[config.mk]
export PLATFORM = sky130hd
export DESIGN_NAME = gdb_bus_cycle
export DESIGN_NICKNAME = d
export VERILOG_FILES = /design/src/rtl/gdb_pkg.sv /design/src/rtl/gdb_bus_cycle.sv
export VERILOG_INCLUDE_DIRS = /design/src /design/src/rtl
export SDC_FILE = /design/constraint.sdc
export NUM_CORES = 1
export LEC_CHECK = 0
export BUFFER_PORTS_ARGS = -buffer_cell sky130_fd_sc_hd__buf_2
export CAP_MARGIN = 20
export CORE_MARGIN = 2
export CORE_UTILIZATION = 54
export DETAILED_ROUTE_END_ITERATION = 10
export PLACE_DENSITY_LB_ADDON = 0.12
export SYNTH_ARGS = -nofsm -noshare
export SYNTH_HDL_FRONTEND = slang
export SYNTH_SLANG_ARGS = --single-unit
[constraint.sdc]
create_clock -name clk -period 4.7 [get_ports clk]
set_clock_uncertainty 0.2 [all_clocks]
set_input_delay 1.175 -clock clk [delete_from_list [all_inputs] [get_ports clk]]
set_output_delay 1.175 -clock clk [all_outputs]
set_load 0.03 [all_outputs]
[src/rtl/gdb_map.svh]
`ifndef GDB_MAP_SVH
`define GDB_MAP_SVH
`define GDB_ADDR_W 24
`define GDB_DATA_W 16
`define GDB_CNT_W 4
`define GDB_CNT_ONE 4'h1
`define GDB_CNT_ZERO 4'h0
`define GDB_ADDR_RST 24'h000000
`define GDB_DATA_RST 16'h0000
// strobe widths in clock cycles, short and long access
`define GDB_STB_SHORT_DEF 4'h2
`define GDB_STB_LONG_DEF 4'h6
`define GDB_STB_SHORT_MIN 4'h2
`define GDB_STB_SHORT_MAX 4'h5
`define GDB_STB_LONG_MIN 4'h6
`define GDB_STB_LONG_MAX 4'hc
// address lead ahead of a strobe
`define GDB_LEAD_STD 4'h1
`define GDB_LEAD_WR_SHORT 4'h2
`define GDB_LEAD_WR_LONG 4'h3
// write data lead ahead of the write strobe
`define GDB_DLEAD_SHORT 4'h1
`define GDB_DLEAD_LONG 4'h2
`endif

[src/rtl/gdb_pkg.sv]
package gdb_pkg;
  `include "gdb_map.svh"
  typedef enum logic [2:0] {
    GDB_IDLE,
    GDB_LEAD,
    GDB_STROBE,
    GDB_RECOVER
  } gdb_state_t;
  typedef struct packed {
    gdb_state_t st;
    logic [`GDB_CNT_W-1:0] lead;
    logic [`GDB_CNT_W-1:0] dlead;
    logic [`GDB_CNT_W-1:0] width;
    logic wr;
    logic [`GDB_ADDR_W-1:0] addr;
    logic [`GDB_DATA_W-1:0] wdata;
    logic [`GDB_DATA_W-1:0] rdata;
    logic addr_strobe_n;
    logic rd_n;
    logic wr_n;
    logic data_oe_n;
    logic done;
  } gdb_regs_t;
endpackage
[src/rtl/gdb_bus_cycle.sv]
// Overview of operation
// - address strobe lasts 2-5 cycles short, 6-12 long; 3-6 short, 8-14 long on setup writes
// - address leads address strobe by one cycle, with or without setup select
// - read strobe lasts 2-5 cycles short, 6-12 cycles long
// - address leads read strobe by one cycle in both lengths
// - write strobe lasts 2-5 cycles short, 6-12 cycles long
// - with setup select, address leads write strobe by 2 short, 3 long
// - with setup select, write data leads write strobe by 1 short, 2 long
// - with setup select, writes lengthen by one clock short, two long
`timescale 1ns/1ps
`default_nettype none
`include "gdb_map.svh"
module gdb_bus_cycle
  import gdb_pkg::*;
(
  input wire logic clk,
  input wire logic sys_rst,
  input wire logic write_setup_select,
  input wire logic ext_long,
  input wire logic [`GDB_CNT_W-1:0] short_width,
  input wire logic [`GDB_CNT_W-1:0] long_width,
  input wire logic req_valid,
  output logic req_ready,
  input wire logic req_write,
  input wire logic [`GDB_ADDR_W-1:0] req_addr,
  input wire logic [`GDB_DATA_W-1:0] req_wdata,
  output logic rsp_valid,
  output logic [`GDB_DATA_W-1:0] rsp_rdata,
  output logic [`GDB_ADDR_W-1:0] bus_addr,
  output logic addr_strobe_n,
  output logic rd_n,
  output logic wr_n,
  output logic [`GDB_DATA_W-1:0] bus_data_o,
  output logic bus_data_oe_n,
  input wire logic [`GDB_DATA_W-1:0] bus_data_i
);
  gdb_regs_t r_q, r_d;
  // decode helpers shared by the sequencer
  logic take;
  logic lead_last;
  logic data_due;
  logic width_last;

  // keep a requested width inside its legal range, else fall back to default
  function automatic logic [`GDB_CNT_W-1:0] clamp_w(
    input logic [`GDB_CNT_W-1:0] w,
    input logic [`GDB_CNT_W-1:0] lo,
    input logic [`GDB_CNT_W-1:0] hi,
    input logic [`GDB_CNT_W-1:0] def
  );
    if (w < lo) begin
      clamp_w = def;
    end else if (w > hi) begin
      clamp_w = def;
    end else begin
      clamp_w = w;
    end
  endfunction

  // strobe width for the access length in force
  function automatic logic [`GDB_CNT_W-1:0] strobe_w(
    input logic long_acc,
    input logic [`GDB_CNT_W-1:0] sw,
    input logic [`GDB_CNT_W-1:0] lw
  );
    if (long_acc) begin
      strobe_w = clamp_w(lw, `GDB_STB_LONG_MIN, `GDB_STB_LONG_MAX, `GDB_STB_LONG_DEF);
    end else begin
      strobe_w = clamp_w(sw, `GDB_STB_SHORT_MIN, `GDB_STB_SHORT_MAX, `GDB_STB_SHORT_DEF);
    end
  endfunction

  // cycles from address valid to the data strobe; setup writes lengthen the cycle
  function automatic logic [`GDB_CNT_W-1:0] addr_lead(
    input logic wr,
    input logic setup,
    input logic long_acc
  );
    if (!(wr && setup)) begin
      addr_lead = `GDB_LEAD_STD;
    end else if (long_acc) begin
      addr_lead = `GDB_LEAD_WR_LONG;
    end else begin
      addr_lead = `GDB_LEAD_WR_SHORT;
    end
  endfunction

  // cycles that write data stands ahead of the write strobe
  function automatic logic [`GDB_CNT_W-1:0] data_lead(
    input logic wr,
    input logic setup,
    input logic long_acc
  );
    if (!(wr && setup)) begin
      data_lead = `GDB_CNT_ZERO;
    end else if (long_acc) begin
      data_lead = `GDB_DLEAD_LONG;
    end else begin
      data_lead = `GDB_DLEAD_SHORT;
    end
  endfunction

  // read data is only latched from the bus on the last read strobe cycle
  function automatic logic [`GDB_DATA_W-1:0] capture_rd(
    input logic wr,
    input logic [`GDB_DATA_W-1:0] held,
    input logic [`GDB_DATA_W-1:0] bus
  );
    if (wr) begin
      capture_rd = held;
    end else begin
      capture_rd = bus;
    end
  endfunction

  // step a cycle counter down by one
  function automatic logic [`GDB_CNT_W-1:0] count_down(
    input logic [`GDB_CNT_W-1:0] c
  );
    count_down = c - `GDB_CNT_ONE;
  endfunction

  // all bus outputs come straight from the state register
  assign req_ready = (r_q.st == GDB_IDLE);
  assign rsp_valid = r_q.done;
  assign rsp_rdata = r_q.rdata;
  assign bus_addr = r_q.addr;
  assign addr_strobe_n = r_q.addr_strobe_n;
  assign rd_n = r_q.rd_n;
  assign wr_n = r_q.wr_n;
  assign bus_data_o = r_q.wdata;
  assign bus_data_oe_n = r_q.data_oe_n;
  assign take = req_valid && req_ready;
  assign lead_last = (r_q.lead == `GDB_CNT_ONE);
  assign data_due = (r_q.lead == r_q.dlead + `GDB_CNT_ONE);
  assign width_last = (r_q.width == `GDB_CNT_ONE);

  // one pass of the access sequencer per clock
  always_comb begin
    r_d = r_q;
    r_d.done = 1'b0;
    case (r_q.st)
      GDB_IDLE: begin
        r_d.addr_strobe_n = 1'b1;
        r_d.rd_n = 1'b1;
        r_d.wr_n = 1'b1;
        if (take) begin
          r_d.addr = req_addr;
          r_d.wr = req_write;
          r_d.wdata = req_wdata;
          r_d.width = strobe_w(ext_long, short_width, long_width);
          r_d.lead = addr_lead(req_write, write_setup_select, ext_long);
          r_d.dlead = data_lead(req_write, write_setup_select, ext_long);
          r_d.st = GDB_LEAD;
        end
      end
      GDB_LEAD: begin
        r_d.addr_strobe_n = 1'b0;
        if (r_q.wr && data_due) begin
          r_d.data_oe_n = 1'b0;
        end
        if (lead_last) begin
          r_d.rd_n = r_q.wr;
          r_d.wr_n = !r_q.wr;
          r_d.st = GDB_STROBE;
        end else begin
          r_d.lead = count_down(r_q.lead);
        end
      end
      GDB_STROBE: begin
        if (width_last) begin
          r_d.addr_strobe_n = 1'b1;
          r_d.rd_n = 1'b1;
          r_d.wr_n = 1'b1;
          r_d.rdata = capture_rd(r_q.wr, r_q.rdata, bus_data_i);
          r_d.st = GDB_RECOVER;
        end else begin
          r_d.width = count_down(r_q.width);
        end
      end
      GDB_RECOVER: begin
        r_d.addr_strobe_n = 1'b1;
        r_d.rd_n = 1'b1;
        r_d.wr_n = 1'b1;
        r_d.data_oe_n = 1'b1;
        r_d.done = 1'b1;
        r_d.st = GDB_IDLE;
      end
      default: begin
        r_d.st = GDB_IDLE;
        r_d.addr_strobe_n = 1'b1;
        r_d.rd_n = 1'b1;
        r_d.wr_n = 1'b1;
        r_d.data_oe_n = 1'b1;
      end
    endcase
  end

  always_ff @(posedge clk or posedge sys_rst) begin
    if (sys_rst) begin
      r_q.st <= GDB_IDLE;
      r_q.lead <= `GDB_CNT_ZERO;
      r_q.dlead <= `GDB_CNT_ZERO;
      r_q.width <= `GDB_CNT_ZERO;
      r_q.wr <= 1'b0;
      r_q.addr <= `GDB_ADDR_RST;
      r_q.wdata <= `GDB_DATA_RST;
      r_q.rdata <= `GDB_DATA_RST;
      r_q.addr_strobe_n <= 1'b1;
      r_q.rd_n <= 1'b1;
      r_q.wr_n <= 1'b1;
      r_q.data_oe_n <= 1'b1;
      r_q.done <= 1'b0;
    end else begin
      r_q <= r_d;
    end
  end
endmodule
`default_nettype wire

# == Word level (Yosys, flattened, before mapping) ==
# Cells that the tools add are included.
# totals
ff_bits,77
output_inout_bits,62
wordCells,72
# op_classes
bitwise,2
magnitude_cmp,4
addsub,3
muxes,23
n_eq_ne,12
reduce_logical,15
# op_table
cell,n
$mux 56,1
$mux 4,7
$pmux 4 s2,2
$reduce_and 3->1,4
$ne 2x2->1 const B,5
$mux 3,3
$pmux 3 s3,1
$eq 4x1->1 const B,2
$mux 2,4
$sub 4x1->4 const B,2
$eq 3x2->1 const B,2
$pmux 3 s2,1
$reduce_and 2->1,3
$add 4x1->4 const B,1
$eq 4x4->1,1
$gt 4x3->1 const B,1
$gt 4x4->1 const B,1
$lt 4x2->1 const B,1
$lt 4x3->1 const B,1
$reduce_bool 2->1,2
$eq 3x1->1 const B,1
$logic_and 1x1->1,3
$logic_not 3->1,1
$mux 1,3
other kinds (5),6

# == Logic depth before layout (Yosys ltp) ==
# Gate-level depths: netlist (run 1).
# logic_depth
depth_word,6
ltp_mapped,8
mapped_depth_nobuf,6

# == Worst setup path before layout (run 1) ==
# OpenSTA, ideal clock, no wires.
# synth_timing
kind,input-to-reg
start,in ext_long
end,reg r_q[63] (netlist bit)
slack_ns,2.310
setup_ns,0.125
t_arrival_ns,2.066
stages,4
t_required_ns,4.375
cell_sequence,clkbuf_1 nor4b_1 o41ai_1 mux2_2
# synth_between
elab_chain_len,3
# synth_rtl
item,line,text
"start, declared",gdb_bus_cycle.sv:19,"input wire logic ext_long,"
$mux 4,gdb_bus_cycle.sv:66,if (long_acc) begin
$mux 56,gdb_bus_cycle.sv:147,if (take) begin
$pmux 4 s2,gdb_bus_cycle.sv:142,case (r_q.st)
"end signal, assigned",gdb_bus_cycle.sv:215,r_q <= r_d;
"end, declared",gdb_bus_cycle.sv:37,"gdb_regs_t r_q, r_d;"
# No other way between the ends. The select of a mux whose other input is x is not followed.
# A chain may end at the register's enable or synchronous reset.

# == Worst setup path in the final report (run 1) ==
# layout_timing
start,reg r_q[74] (netlist bit)
end,out req_ready
# layout_between
elab_chain_len,1
# layout_rtl
item,line,text
$logic_not 3->1,gdb_bus_cycle.sv:124,assign req_ready = (r_q.st == GDB_IDLE);
"end, declared",gdb_bus_cycle.sv:23,"output logic req_ready,"
# No other way between the ends.

==> Implementation_results.wiki, run 1 <==
{| class="wikitable"
! Metric !! Value
|-
| Outcome || complete, no violations
|-
| Net total in the final layout || 456
|-
| Number of vias per cell after detailed routing || 5.01
|-
| Detailed Route WL || between 6000 and 7000 um
|-
| R2r worst-path depth || 5
|-
| Slew at the pin closest to its max-slew limit || around 0.93 ns
|-
| Setup_tns || 0 ns
|-
| Die Height || 86.7 um
|-
| Total of max-cap violations || 0
|-
| I/O pin total || 132
|-
| Cts repair resizes || 0
|-
| Total instance count after detailed placement || between 400 and 500
|-
| Clock Tree Buf Depth || 2
|-
| Diodes inserted || 0
|-
| Total global routing track utilization || 17.9%
|-
| Buffer count from post-CTS setup fixing || 0
|-
| Kind of start point of the critical path || register
|-
| Deepest level of the CTS H-tree || 3
|-
| Top_reg_cell synth || sky130_fd_sc_hd__dfrtp_1
|-
| Count of buffers from port buffering || 131
|-
| Area delta synth->final || 14.5%
|-
| Worst-path maximum fanout || 8
|-
| Initial Utilization || 55.0%
|-
| Crit-path max cell delay || 0.44 ns
|-
| Hold buffer count at cts || 0
|-
| Total leakage power || 2.08 nW
|-
| Endpoint arrival time on the critical path || approximately 1.5 ns
|-
| FFs w/ async S/R, synth || 100%
|-
| Final non-filler cell area || 0.00423 sq mm
|-
| Final setup violation count || 0
|-
| Via count of the first global-routing pass || 2207
|-
| GRT Max-Usage Layer || met2
|-
| Worst setup path endpoint || req_ready
|-
| Area of the mapped netlist || 0.00369 sq mm
|-
| Met3 Usage GRT || under 10%
|-
| Footprint of the flip-flops and latches || 0.00186 sq mm
|-
| Min Clock Period, post-route || 2.85 ns
|-
| Clock network latency to the later pin of the worst-skew pair || 0.34 ns
|-
| Core Rows || 30
|-
| EDFF count, synth || 0
|-
| Worst EP required || approximately 3.3 ns
|-
| Maximum operating frequency || 351 MHz
|-
| Average routed wire per standard cell || 14.3 um
|-
| Worst slew margin relative to its limit || 37.6%
|-
| VDD IR max || 0.303 mV
|-
| First-iteration detailed-routing DRC count || 45
|-
| Yosys warning total || 0
|-
| Post-route non-filler standard cell count || 460
|-
| Die Area || 0.00752 sq mm
|-
| Fill cell instance count of the final layout || 554
|-
| Fin crit share || about 61%
|-
| Remaining number of nets flagged by the antenna check after routing || 0
|-
| Area inside the core boundary || 0.00672 sq mm
|-
| CTS buffer count || 9
|-
| Sequential cell area fraction in the yosys report || approximately 50%
|-
| Fraction of final layout cells with drive strength greater than 1 || 56.8%
|-
| Initial antenna violation count || 0
|-
| Routability cong. || 0.808
|-
| Highest-delay cell along the critical path || sky130_fd_sc_hd__dfrtp_1
|-
| Sum of net half-perimeters after detailed placement || 4780 um
|-
| Total clock sinks || 74
|-
| Startpoint of the worst setup timing path || r_q[74]
|-
| RR Endpoint || rsp_rdata[1]
|-
| FF-to-FF setup slack || 1.97 ns
|-
| Gate count after technology mapping || between 200 and 300
|-
| Average instance area after synthesis || 12.4 sq um
|-
| Clock tree root buffer cell || sky130_fd_sc_hd__clkbuf_8
|-
| Power after layout || 3.41 mW
|-
| Unique masters post-synth || 46
|-
| Global route overflow || 0
|-
| First-pass GRT wire length || 10400 um
|-
| Startpoint of the most critical register-to-register path || r_q[74]
|-
| Area of the multi-input gates || ~0.0013 sq mm
|-
| Final hold violations || 0
|-
| Sequence of cells on the critical path || inv_1 > ha_1 > buf_2
|-
| Clock tree from TritonCTS || yes
|-
| Number of detailed-route iterations in the first pass || 4
|-
| Net count after synthesis || 378
|-
| Count of pins over their slew limit || 0
|-
| Post-detailed-route DRC marker count || 0
|-
| Most frequent cells in the layout || 131 x sky130_fd_sc_hd__buf_2, 70 x sky130_fd_sc_hd__dfrtp_1, 56 x sky130_fd_sc_hd__mux2_2
|-
| Post-Place Cell Area || approximately 0.004 sq mm
|-
| Worst hold path class || register to register
|-
| Total power per unit cell area || 806 mW/mm^2
|-
| WS Path Type || register to output port
|-
| Flop and latch count out of synthesis || 74
|-
| Maximum number of pins on one net before global-route repair || 51
|-
| Total vias in the final route || 2306
|-
| Kind of capture point of the worst setup path || output port
|-
| Setup repair after global routing missed its margin || no
|-
| GR Layer Usage met1 || 22.9%
|-
| GR Layer Usage met2 || roughly 28%
|-
| Leading cell type in the layout, fill and taps excluded || sky130_fd_sc_hd__buf_2
|-
| Die width || 86.7 um
|-
| Clock transition at the registers of the reported paths || approximately 0.07 ns
|}
## synth_stat cells, drive strengths merged (2+ instances only)
master | number | area [sq um]
nor4b | 3 | 32.5
inv | 9 | 33.8
nor2 | 12 | 45.0
a22o | 2 | 17.5
o31ai | 2 | 15.0
buf | 64 | 469
o211ai | 2 | 15.0
o41ai | 2 | 17.5
nand2b | 4 | 25.0
xnor2 | 3 | 26.3
a31oi | 3 | 18.8
ha | 10 | 125
or3b | 2 | 20.0
a21oi | 3 | 15.0
mux2 | 59 | 668
dfstp | 4 | 105
or3 | 2 | 12.5
clkbuf | 2 | 11.3
o21ai | 8 | 40.0
nand2 | 11 | 48.8
nor2b | 2 | 12.5
dfrtp | 70 | 1750
xor2 | 3 | 26.3
or4 | 2 | 15.0
## worst min path at each step
| stage | from | endpoint | slack [ns] | cells after the start |
|---|---|---|---|---|
| global route | bus_addr[2] | bus_addr[2] | 0.31 | 1 |
| CTS | r_q[61] | wr_n | 0.28 | 1 |
| finish | r_q[61] | wr_n | 0.27 | 1 |
| detailed placement | rsp_rdata[7] | rsp_rdata[7] | 0.27 | 1 |
| global placement | rsp_rdata[7] | rsp_rdata[7] | 0.27 | 1 |
| floorplan | r_q[61] | wr_n | 0.21 | 1 |
## power breakdown
part           total (mW)  switching, mW  internal (mW)
combinational        1.70           1.04          0.658
clock               0.576          0.226          0.350
sequential           1.14          0.175          0.965
## cell type report
| class | count | area share (%) |
|---|---|---|
| clock buffers | 10 | 3.02 |
| clock inverters | 5 | 2.45 |
| inverters | 9 | 0.799 |
| multi-input cells | 149 | 31.3 |
| flip-flops and latches | 74 | 43.9 |
| well taps | 80 | 2.37 |
| repair buffers | 133 | 16.1 |
## stage by stage
stage / hold slack (ns) / worst slack, ns / utilization (%)
CTS: 0.282 / 1.83 / 62.7
detailed placement: 0.271 / 1.67 / 59.2
floorplan: 0.209 / 1.45 / -
finish: 0.270 / 1.85 / 63.0
global route: 0.313 / 1.76 / 63.0
global placement: 0.265 / 1.72 / 59.2
## flip-flops by register name, summed over array words and instances (netlist names)
signal / flops
bus_addr: 24
rsp_rdata: 16
bus_data_o: 16
rsp_valid: 1
wr_n: 1
addr_strobe_n: 1
bus_data_oe_n: 1
r_q: 13
rd_n: 1
## worst max-delay path, delay by kind of cell (launching register included)
family | cells | cell delay [ns]
adders and majority gates | 1 | 0.33
DFF | 1 | 0.44
buffers and inverters | 2 | 0.36
## per-layer routing
metal,vias to the layer above,part of all wire (%)
met5,-,0
met4,0,2.4
met3,14,6.7
met2,87,47
met1,1083,43
li1,1122,-
## cells by family after synthesis
kind of cell / Yosys count / share of synthesized area [%]
buffers and inverters: 75 / 13.9
DFF: 74 / 50.3
muxes: 59 / 18.1
and+or+nand+nor: 46 / 7.42
AOI/OAI and AO/OA: 28 / 5.49
adders and majority gates: 10 / 3.39
xor gates and xnor gates: 6 / 1.42
Power figures use the tool's default switching activity.
==> inputs of run 2 (changes only) <==
- CORE_UTILIZATION: 54 -> 45
- clock period: 4.7 -> 2.4 ns (I/O delays scaled with it)
==> run 2 against run 1 <==
  * Clock power up 68%
  * Die area up 19%
  * Register-to-register slack worse by 1.7 ns
  * Flip-flop and latch count unchanged
  * Count of clock-buffer cells in the layout up 1
  * First-iteration DRC count down 36%
  * Worst setup slack worse by 1.7 ns
  * Total power up 92%
  * Critical path type unchanged
  * Largest power group unchanged
==> Implementation_results.wiki, run 2 (synthesized netlist as in run 1, its figures left out) <==
{| class="wikitable"
! Metric !! Value
|-
| Total power per unit cell area || 1530 mW/mm^2 (+89%)
|-
| Count of buffers from port buffering || 131 (unchanged)
|-
| GR Layer Usage met2 || 23.6% (-4.8 points)
|-
| Crit-path max cell delay || 0.44 ns (about the same)
|-
| Initial antenna violation count || 0 (unchanged)
|-
| Clock tree from TritonCTS || yes
|-
| Final setup violation count || 0 (unchanged)
|-
| I/O pin total || 132 (unchanged)
|-
| Maximum operating frequency || 445 MHz
|-
| First-pass GRT wire length || 10300 um (-0.27%)
|-
| Highest-delay cell along the critical path || sky130_fd_sc_hd__dfrtp_1
|-
| Worst EP required || 1.60 ns (-1.72 ns)
|-
| Number of vias per cell after detailed routing || 4.73 (-5.6%)
|-
| Net total in the final layout || 460 (+0.88%)
|-
| CTS buffer count || 9 (unchanged)
|-
| Fin crit share || 93.6%
|-
| Setup_tns || 0 ns (unchanged)
|-
| Die Area || 0.00895 sq mm (+19%)
|-
| Core Rows || 33 (+10%)
|-
| Clock tree root buffer cell || sky130_fd_sc_hd__clkbuf_8
|-
| Average routed wire per standard cell || 13.0 um (-9.0%)
|-
| First-iteration detailed-routing DRC count || 29 (-36%)
|-
| Initial Utilization || 45.6% (-9.3 points)
|-
| Post-detailed-route DRC marker count || 0 (unchanged)
|-
| Routability cong. || 0.805 (-0.33%)
|-
| Kind of capture point of the worst setup path || output port
|-
| Clock Tree Buf Depth || 2 (unchanged)
|-
| Total leakage power || 2.08 nW (about the same)
|-
| Worst hold path class || input pin to asynchronous set/reset pin
|-
| VDD IR max || 0.701 mV (+130%)
|-
| Clock transition at the registers of the reported paths || 0.08 ns (about the same)
|-
| Final non-filler cell area || 0.00428 sq mm (+1.2%)
|-
| Final hold violations || 0 (unchanged)
|-
| Sequence of cells on the critical path || inv_1 > ha_1 > buf_2
|-
| Slew at the pin closest to its max-slew limit || 0.405 ns (-0.530 ns)
|-
| Fraction of final layout cells with drive strength greater than 1 || 57.4% (+0.56 points)
|-
| Setup repair after global routing missed its margin || no
|-
| Cts repair resizes || 0 (unchanged)
|-
| Clock network latency to the later pin of the worst-skew pair || 0.34 ns (about the same)
|-
| Worst slew margin relative to its limit || 72.6% (+35 points)
|-
| Most frequent cells in the layout || 131 x sky130_fd_sc_hd__buf_2, 70 x sky130_fd_sc_hd__dfrtp_1, 56 x sky130_fd_sc_hd__mux2_2
|-
| Sum of net half-perimeters after detailed placement || 4580 um (-4.1%)
|-
| Min Clock Period, post-route || 2.25 ns
|-
| Total vias in the final route || 2318 (+0.52%)
|-
| Remaining number of nets flagged by the antenna check after routing || 0 (unchanged)
|-
| GR Layer Usage met1 || 18.6% (-4.2 points)
|-
| Detailed Route WL || 6370 um (-3.1%)
|-
| Post-Place Cell Area || 0.00408 sq mm (+2.5%)
|-
| Met3 Usage GRT || 5.27% (+0.70 points)
|-
| Count of pins over their slew limit || 0 (unchanged)
|-
| WS Path Type || register to output port
|-
| Outcome || complete, no violations
|-
| Maximum number of pins on one net before global-route repair || 75 (+47%)
|-
| Kind of start point of the critical path || register
|-
| Total clock sinks || 74 (unchanged)
|-
| GRT Max-Usage Layer || met2
|-
| Buffer count from post-CTS setup fixing || 0 (unchanged)
|-
| Die Height || 94.6 um (+9.1%)
|-
| Diodes inserted || 0 (unchanged)
|-
| Endpoint arrival time on the critical path || 1.45 ns (-0.02 ns)
|-
| Worst-path maximum fanout || 8 (unchanged)
|-
| Area delta synth->final || 15.9%
|-
| Number of detailed-route iterations in the first pass || 4 (unchanged)
|-
| Deepest level of the CTS H-tree || 3 (unchanged)
|-
| Area inside the core boundary || 0.00809 sq mm (+20%)
|-
| Hold buffer count at cts || 0 (unchanged)
|-
| Total of max-cap violations || 0 (unchanged)
|-
| Leading cell type in the layout, fill and taps excluded || sky130_fd_sc_hd__buf_2
|-
| Total global routing track utilization || 15.0% (-2.9 points)
|-
| Die width || 94.6 um (+9.1%)
|-
| Via count of the first global-routing pass || 2248 (+1.9%)
|-
| Number of flip-flops under the largest register name || 24 (unchanged)
|-
| Global route overflow || 0 (unchanged)
|}
## run 2: cell count changes in the layout (fill, tap and decap cells not counted)
cell                         previous run  this run
sky130_fd_sc_hd__buf_12                 1         2
sky130_fd_sc_hd__buf_4                  1         4
sky130_fd_sc_hd__bufinv_16              3         1
sky130_fd_sc_hd__clkbuf_8               9        10
sky130_fd_sc_hd__clkinv_2               1         0
sky130_fd_sc_hd__clkinvlp_4             0         3
sky130_fd_sc_hd__inv_2                  1         0
sky130_fd_sc_hd__inv_6                  0         1
## run 2: per-layer routing
layer | wire length [um] | share of wire (%) | vias to the layer above
li1 | - | - | 1129
met1 | 2780 | 44 | 1103
met2 | 2950 | 46 | 76
met3 | 531 | 8.3 | 10
met4 | 111 | 1.7 | 0
met5 | 0 | 0 | -
## run 2: metrics by stage
stage	power [mW]	cells	util, %	hold slack [ns]	worst slack, ns
after floorplan	5.41	298	-	0.209	0.333
after global placement	5.60	474	50.4	0.262	0.355
after detailed placement	5.64	474	50.4	0.273	0.317
after CTS	6.64	490	52.9	0.161	0.110
after global routing	7.00	490	52.9	0.168	0.00501
final	6.54	490	52.9	0.132	0.154
## run 2: worst max-delay path: cells and delay by family, from the launching register on
kind	cells	cell delay (ns)
buf+inv	2	0.36
flops	1	0.44
fa+ha+maj	1	0.31
## run 2: cell type report
| class | count | area (sq um) |
|---|---|---|
| clock buffer | 11 | 141 |
| sequential | 74 | 1860 |
| inverter | 9 | 37.5 |
| fill | 760 | 3810 |
| clock inverter | 5 | 62.6 |
| multi-input combinational | 149 | 1330 |
| tap | 105 | 131 |
| timing repair buffer | 137 | 726 |
## run 2: path summary, 6_finish.rpt
| path | end | start | cells past startpoint | slack [ns] |
|---|---|---|---|---|
| max | req_ready | r_q[75] | 3 | 0.15 |
| min | rsp_rdata[8] | sys_rst | 3 | 0.13 |
| max reg2reg | rsp_rdata[3] | r_q[63] | 7 | 0.30 |
| min reg2reg | rsp_rdata[8] | rsp_rdata[8] | 1 | 0.28 |
| max in group asynchronous | wr_n | sys_rst | 3 | 1.49 |
| min in group clk | rsp_rdata[8] | bus_data_i[8] | 2 | 0.27 |
## run 2: power breakdown
part           switching, mW  internal, mW  leakage, nW
registers              0.325          1.89        0.884
logic                   2.03          1.33         1.10
clock network          0.454         0.514       0.0962
total                   2.81          3.73         2.08
==> inputs of run 3 (changes only) <==
- ABC_AREA: unset -> 1
- REMOVE_ABC_BUFFERS: unset -> 1
==> run 3 against run 2 <==
  * Hold slack worse by 0.026 ns
  * Combinational power is 9.2% lower
  * Area after synthesis grew 1.2%
  * Critical path depth stayed put
  * Largest power group unchanged
==> Implementation_results.wiki, run 3 <==
{| class="wikitable"
! Metric !! Value
|-
| Area of the mapped netlist || 0.00374 sq mm (+1.2%)
|-
| Unique masters post-synth || 28 (-39%)
|-
| Via count of the first global-routing pass || 2894 (+29%)
|-
| Diodes inserted || 0 (unchanged)
|-
| Slew at the pin closest to its max-slew limit || 0.567 ns (+0.162 ns)
|-
| Sequence of cells on the critical path || inv_1 > ha_1 > buf_2
|-
| Final hold violations || 0 (unchanged)
|-
| Total clock sinks || 74 (unchanged)
|-
| Worst hold path class || input pin to asynchronous set/reset pin
|-
| Area of the multi-input gates || 0.00130 sq mm (-2.0%)
|-
| Die Height || 95.1 um (+0.57%)
|-
| Most common library cells after synthesis || 192 x sky130_fd_sc_hd__nand2_1, 70 x sky130_fd_sc_hd__dfrtp_1, 56 x sky130_fd_sc_hd__buf_4
|-
| Total vias in the final route || 2917 (+26%)
|-
| Endpoint arrival time on the critical path || 1.37 ns (-0.08 ns)
|-
| Clock tree root buffer cell || sky130_fd_sc_hd__clkbuf_8
|-
| Average instance area after synthesis || 8.18 sq um (-34%)
|-
| CTS buffer count || 9 (unchanged)
|-
| CP top delay family || flip-flops
|-
| Count of pins over their slew limit || 0 (unchanged)
|-
| Min Clock Period, post-route || 2.17 ns (-0.0777 ns)
|-
| Setup_tns || 0 ns (unchanged)
|-
| Footprint of the flip-flops and latches || 0.00186 sq mm (unchanged)
|-
| Top_reg_cell synth || sky130_fd_sc_hd__dfrtp_1
|-
| Kind of start point of the critical path || register
|-
| Most area-hungry cell type in the Yosys netlist || sky130_fd_sc_hd__dfrtp_1
|-
| RR Endpoint || rsp_rdata[0]
|-
| Core Rows || 33 (unchanged)
|-
| Yosys warning total || 0 (unchanged)
|-
| Crit-path max cell delay || 0.42 ns (-0.02 ns)
|-
| Outcome || complete, no violations
|-
| Clock Tree Buf Depth || 2 (unchanged)
|-
| Area inside the core boundary || 0.00813 sq mm (+0.51%)
|-
| Worst slew margin relative to its limit || 62.1% (-10 points)
|-
| Die width || 95.1 um (+0.57%)
|-
| Ranking of synthesized cells by area || sky130_fd_sc_hd__dfrtp_1 47%, sky130_fd_sc_hd__nand2_1 19%, sky130_fd_sc_hd__buf_4 11%
|-
| Total power per unit cell area || 1460 mW/mm^2 (-4.7%)
|-
| Fill cell instance count of the final layout || 783 (+3.0%)
|-
| Post-detailed-route DRC marker count || 0 (unchanged)
|-
| Maximum number of pins on one net before global-route repair || 44 (-41%)
|-
| Clock network latency to the later pin of the worst-skew pair || 0.33 ns (about the same)
|-
| Setup repair after global routing missed its margin || no
|-
| VDD IR max || 0.616 mV (-12%)
|-
| Leading cell type in the layout, fill and taps excluded || sky130_fd_sc_hd__nand2_1
|-
| First-pass GRT wire length || 13100 um (+27%)
|-
| Total of max-cap violations || 0 (unchanged)
|-
| Pre-CTS WS || 0.507 ns (+0.190 ns)
|-
| Net total in the final layout || 616 (+34%)
|-
| WP buf/inv || 2 (unchanged)
|-
| Worst EP required || 1.60 ns (about the same)
|-
| Maximum operating frequency || 461 MHz (+3.6%)
|-
| Final setup slack of the worst path || 0.231 ns (+0.0777 ns)
|-
| Total global routing track utilization || 18.6% (+3.6 points)
|-
| Fin crit share || 90.4% (-3.2 points)
|-
| Most frequent cells in the layout || 192 x sky130_fd_sc_hd__nand2_1, 131 x sky130_fd_sc_hd__buf_2, 70 x sky130_fd_sc_hd__dfrtp_1
|-
| Cts repair resizes || 0 (unchanged)
|-
| Clock tree from TritonCTS || yes
|-
| Initial antenna violation count || 0 (unchanged)
|-
| Flop and latch count out of synthesis || 74 (unchanged)
|-
| Initial Utilization || 45.9% (+0.31 points)
|-
| Worst-path maximum fanout || 4 (-4)
|-
| Final setup violation count || 0 (unchanged)
|-
| Count of buffers from port buffering || 131 (unchanged)
|-
| FFs w/ async S/R, synth || 100% (unchanged)
|-
| EDFF count, synth || 0 (unchanged)
|-
| Kind of capture point of the worst setup path || output port
|-
| FF-to-FF setup slack || 0.49 ns (+0.19 ns)
|-
| Die Area || 0.00905 sq mm (+1.1%)
|-
| Area delta synth->final || 15.3%
|-
| Hold buffer count at cts || 0 (unchanged)
|-
| Routability cong. || 0.826 (+2.6%)
|-
| WS Path Type || register to output port
|-
| First-iteration detailed-routing DRC count || 87 (+200%)
|-
| Number of flip-flops under the largest register name || 24 (unchanged)
|-
| Total leakage power || 2.43 nW (+17%)
|-
| I/O pin total || 132 (unchanged)
|-
| Most frequently used cell type in the post-synthesis netlist || sky130_fd_sc_hd__nand2_1
|-
| Deepest level of the CTS H-tree || 3 (unchanged)
|-
| Buffer count from post-CTS setup fixing || 0 (unchanged)
|-
| Fraction of final layout cells with drive strength greater than 1 || 30.1% (-27 points)
|-
| Detailed Route WL || 7650 um (+20%)
|-
| Hold_ws || 0.106 ns (-0.0255 ns)
|-
| Highest-delay cell along the critical path || sky130_fd_sc_hd__dfrtp_1
|-
| Remaining number of nets flagged by the antenna check after routing || 0 (unchanged)
|-
| Clock transition at the registers of the reported paths || 0.08 ns (about the same)
|-
| Number of vias per cell after detailed routing || 4.52 (-4.5%)
|-
| Global route overflow || 0 (unchanged)
|-
| Number of detailed-route iterations in the first pass || 4 (unchanged)
|-
| Sum of net half-perimeters after detailed placement || 5620 um (+23%)
|-
| Average routed wire per standard cell || 11.8 um (-8.9%)
|-
| Top cell type's share of synthesized area || 46.9% (-0.56 points)
|-
| Startpoint of the most critical register-to-register path || r_q[74]
|-
| Sequential cell area fraction in the yosys report || 49.7% (-0.59 points)
|-
| Utilization after layout || 53.0% (+0.10 points)
|-
| Gate count after technology mapping || 457 (+53%)
|-
| R2r worst-path depth || 6 (-1)
|-
| Number of cells on the critical path || 3 (unchanged)
|}
==> run 3: changes by cell type in the layout (fill, tap and decap cells not counted), moves of 3 or more <==
cell	change
sky130_fd_sc_hd__nand2_1	+183
sky130_fd_sc_hd__mux2_2	-56
sky130_fd_sc_hd__o21ai_0	+20
sky130_fd_sc_hd__inv_1	+16
sky130_fd_sc_hd__nor2_1	+12
sky130_fd_sc_hd__nand3_1	+9
sky130_fd_sc_hd__a21oi_1	+4
sky130_fd_sc_hd__nand2b_1	-4
sky130_fd_sc_hd__a31oi_1	-3
==> run 3: how the worst max path moves through the flow <==
stage | to | from
floorplan | r_q[61] | r_q[74]
global placement | rsp_rdata[15] | r_q[74]
detailed placement | rsp_rdata[0] | r_q[74]
CTS | req_ready | r_q[74]
global route | req_ready | r_q[74]
finish | req_ready | r_q[74]
==> run 3: cell families after synthesis <==
kind of cell,synth area share [%]
AOI/OAI and AO/OA,4.92
xor gates and xnor gates,0.938
adders and majority gates,3.35
buffers and inverters,15.6
DFF,49.7
and+or+nand+nor,25.5
==> run 3: area by class of cell <==
class / count / area share [%]
inverter: 27 / 2.38
tap: 105 / 3.05
sequential: 74 / 43.1
clock inverter: 3 / 1.07
multi-input combinational: 288 / 30.1
timing repair buffer: 136 / 16.4
clock buffer: 13 / 3.92
==> run 3: per-stage QoR <==
stage          instance area [sq um]  power [mW]  instances
6_report                        4310        6.27        646
5_1_grt                         4310        6.82        646
4_1_cts                         4310        6.36        646
3_5_place_dp                    4100        5.32        630
3_3_place_gp                    4100        5.26        630
2_1_floorplan                   3260        4.37        389
==> run 3: per-layer routing <==
metal	GRT usage (%)	share of wire, %	wire length [um]	up-vias
met2	30.7	47	3610	84
met1	22.8	44	3350	1319
met4	7.25	1.6	123	0
li1	-	-	-	1504
met3	5.69	7.4	564	10
met5	0	0	0	-
==> run 3: power by group <==
part           internal [mW]  switching, mW  leakage [nW]  total, mW
logic                  0.897           2.15          1.41       3.05
clock network          0.568          0.452         0.106       1.02
registers               1.84          0.362         0.909       2.21
total                   3.31           2.96          2.43       6.27
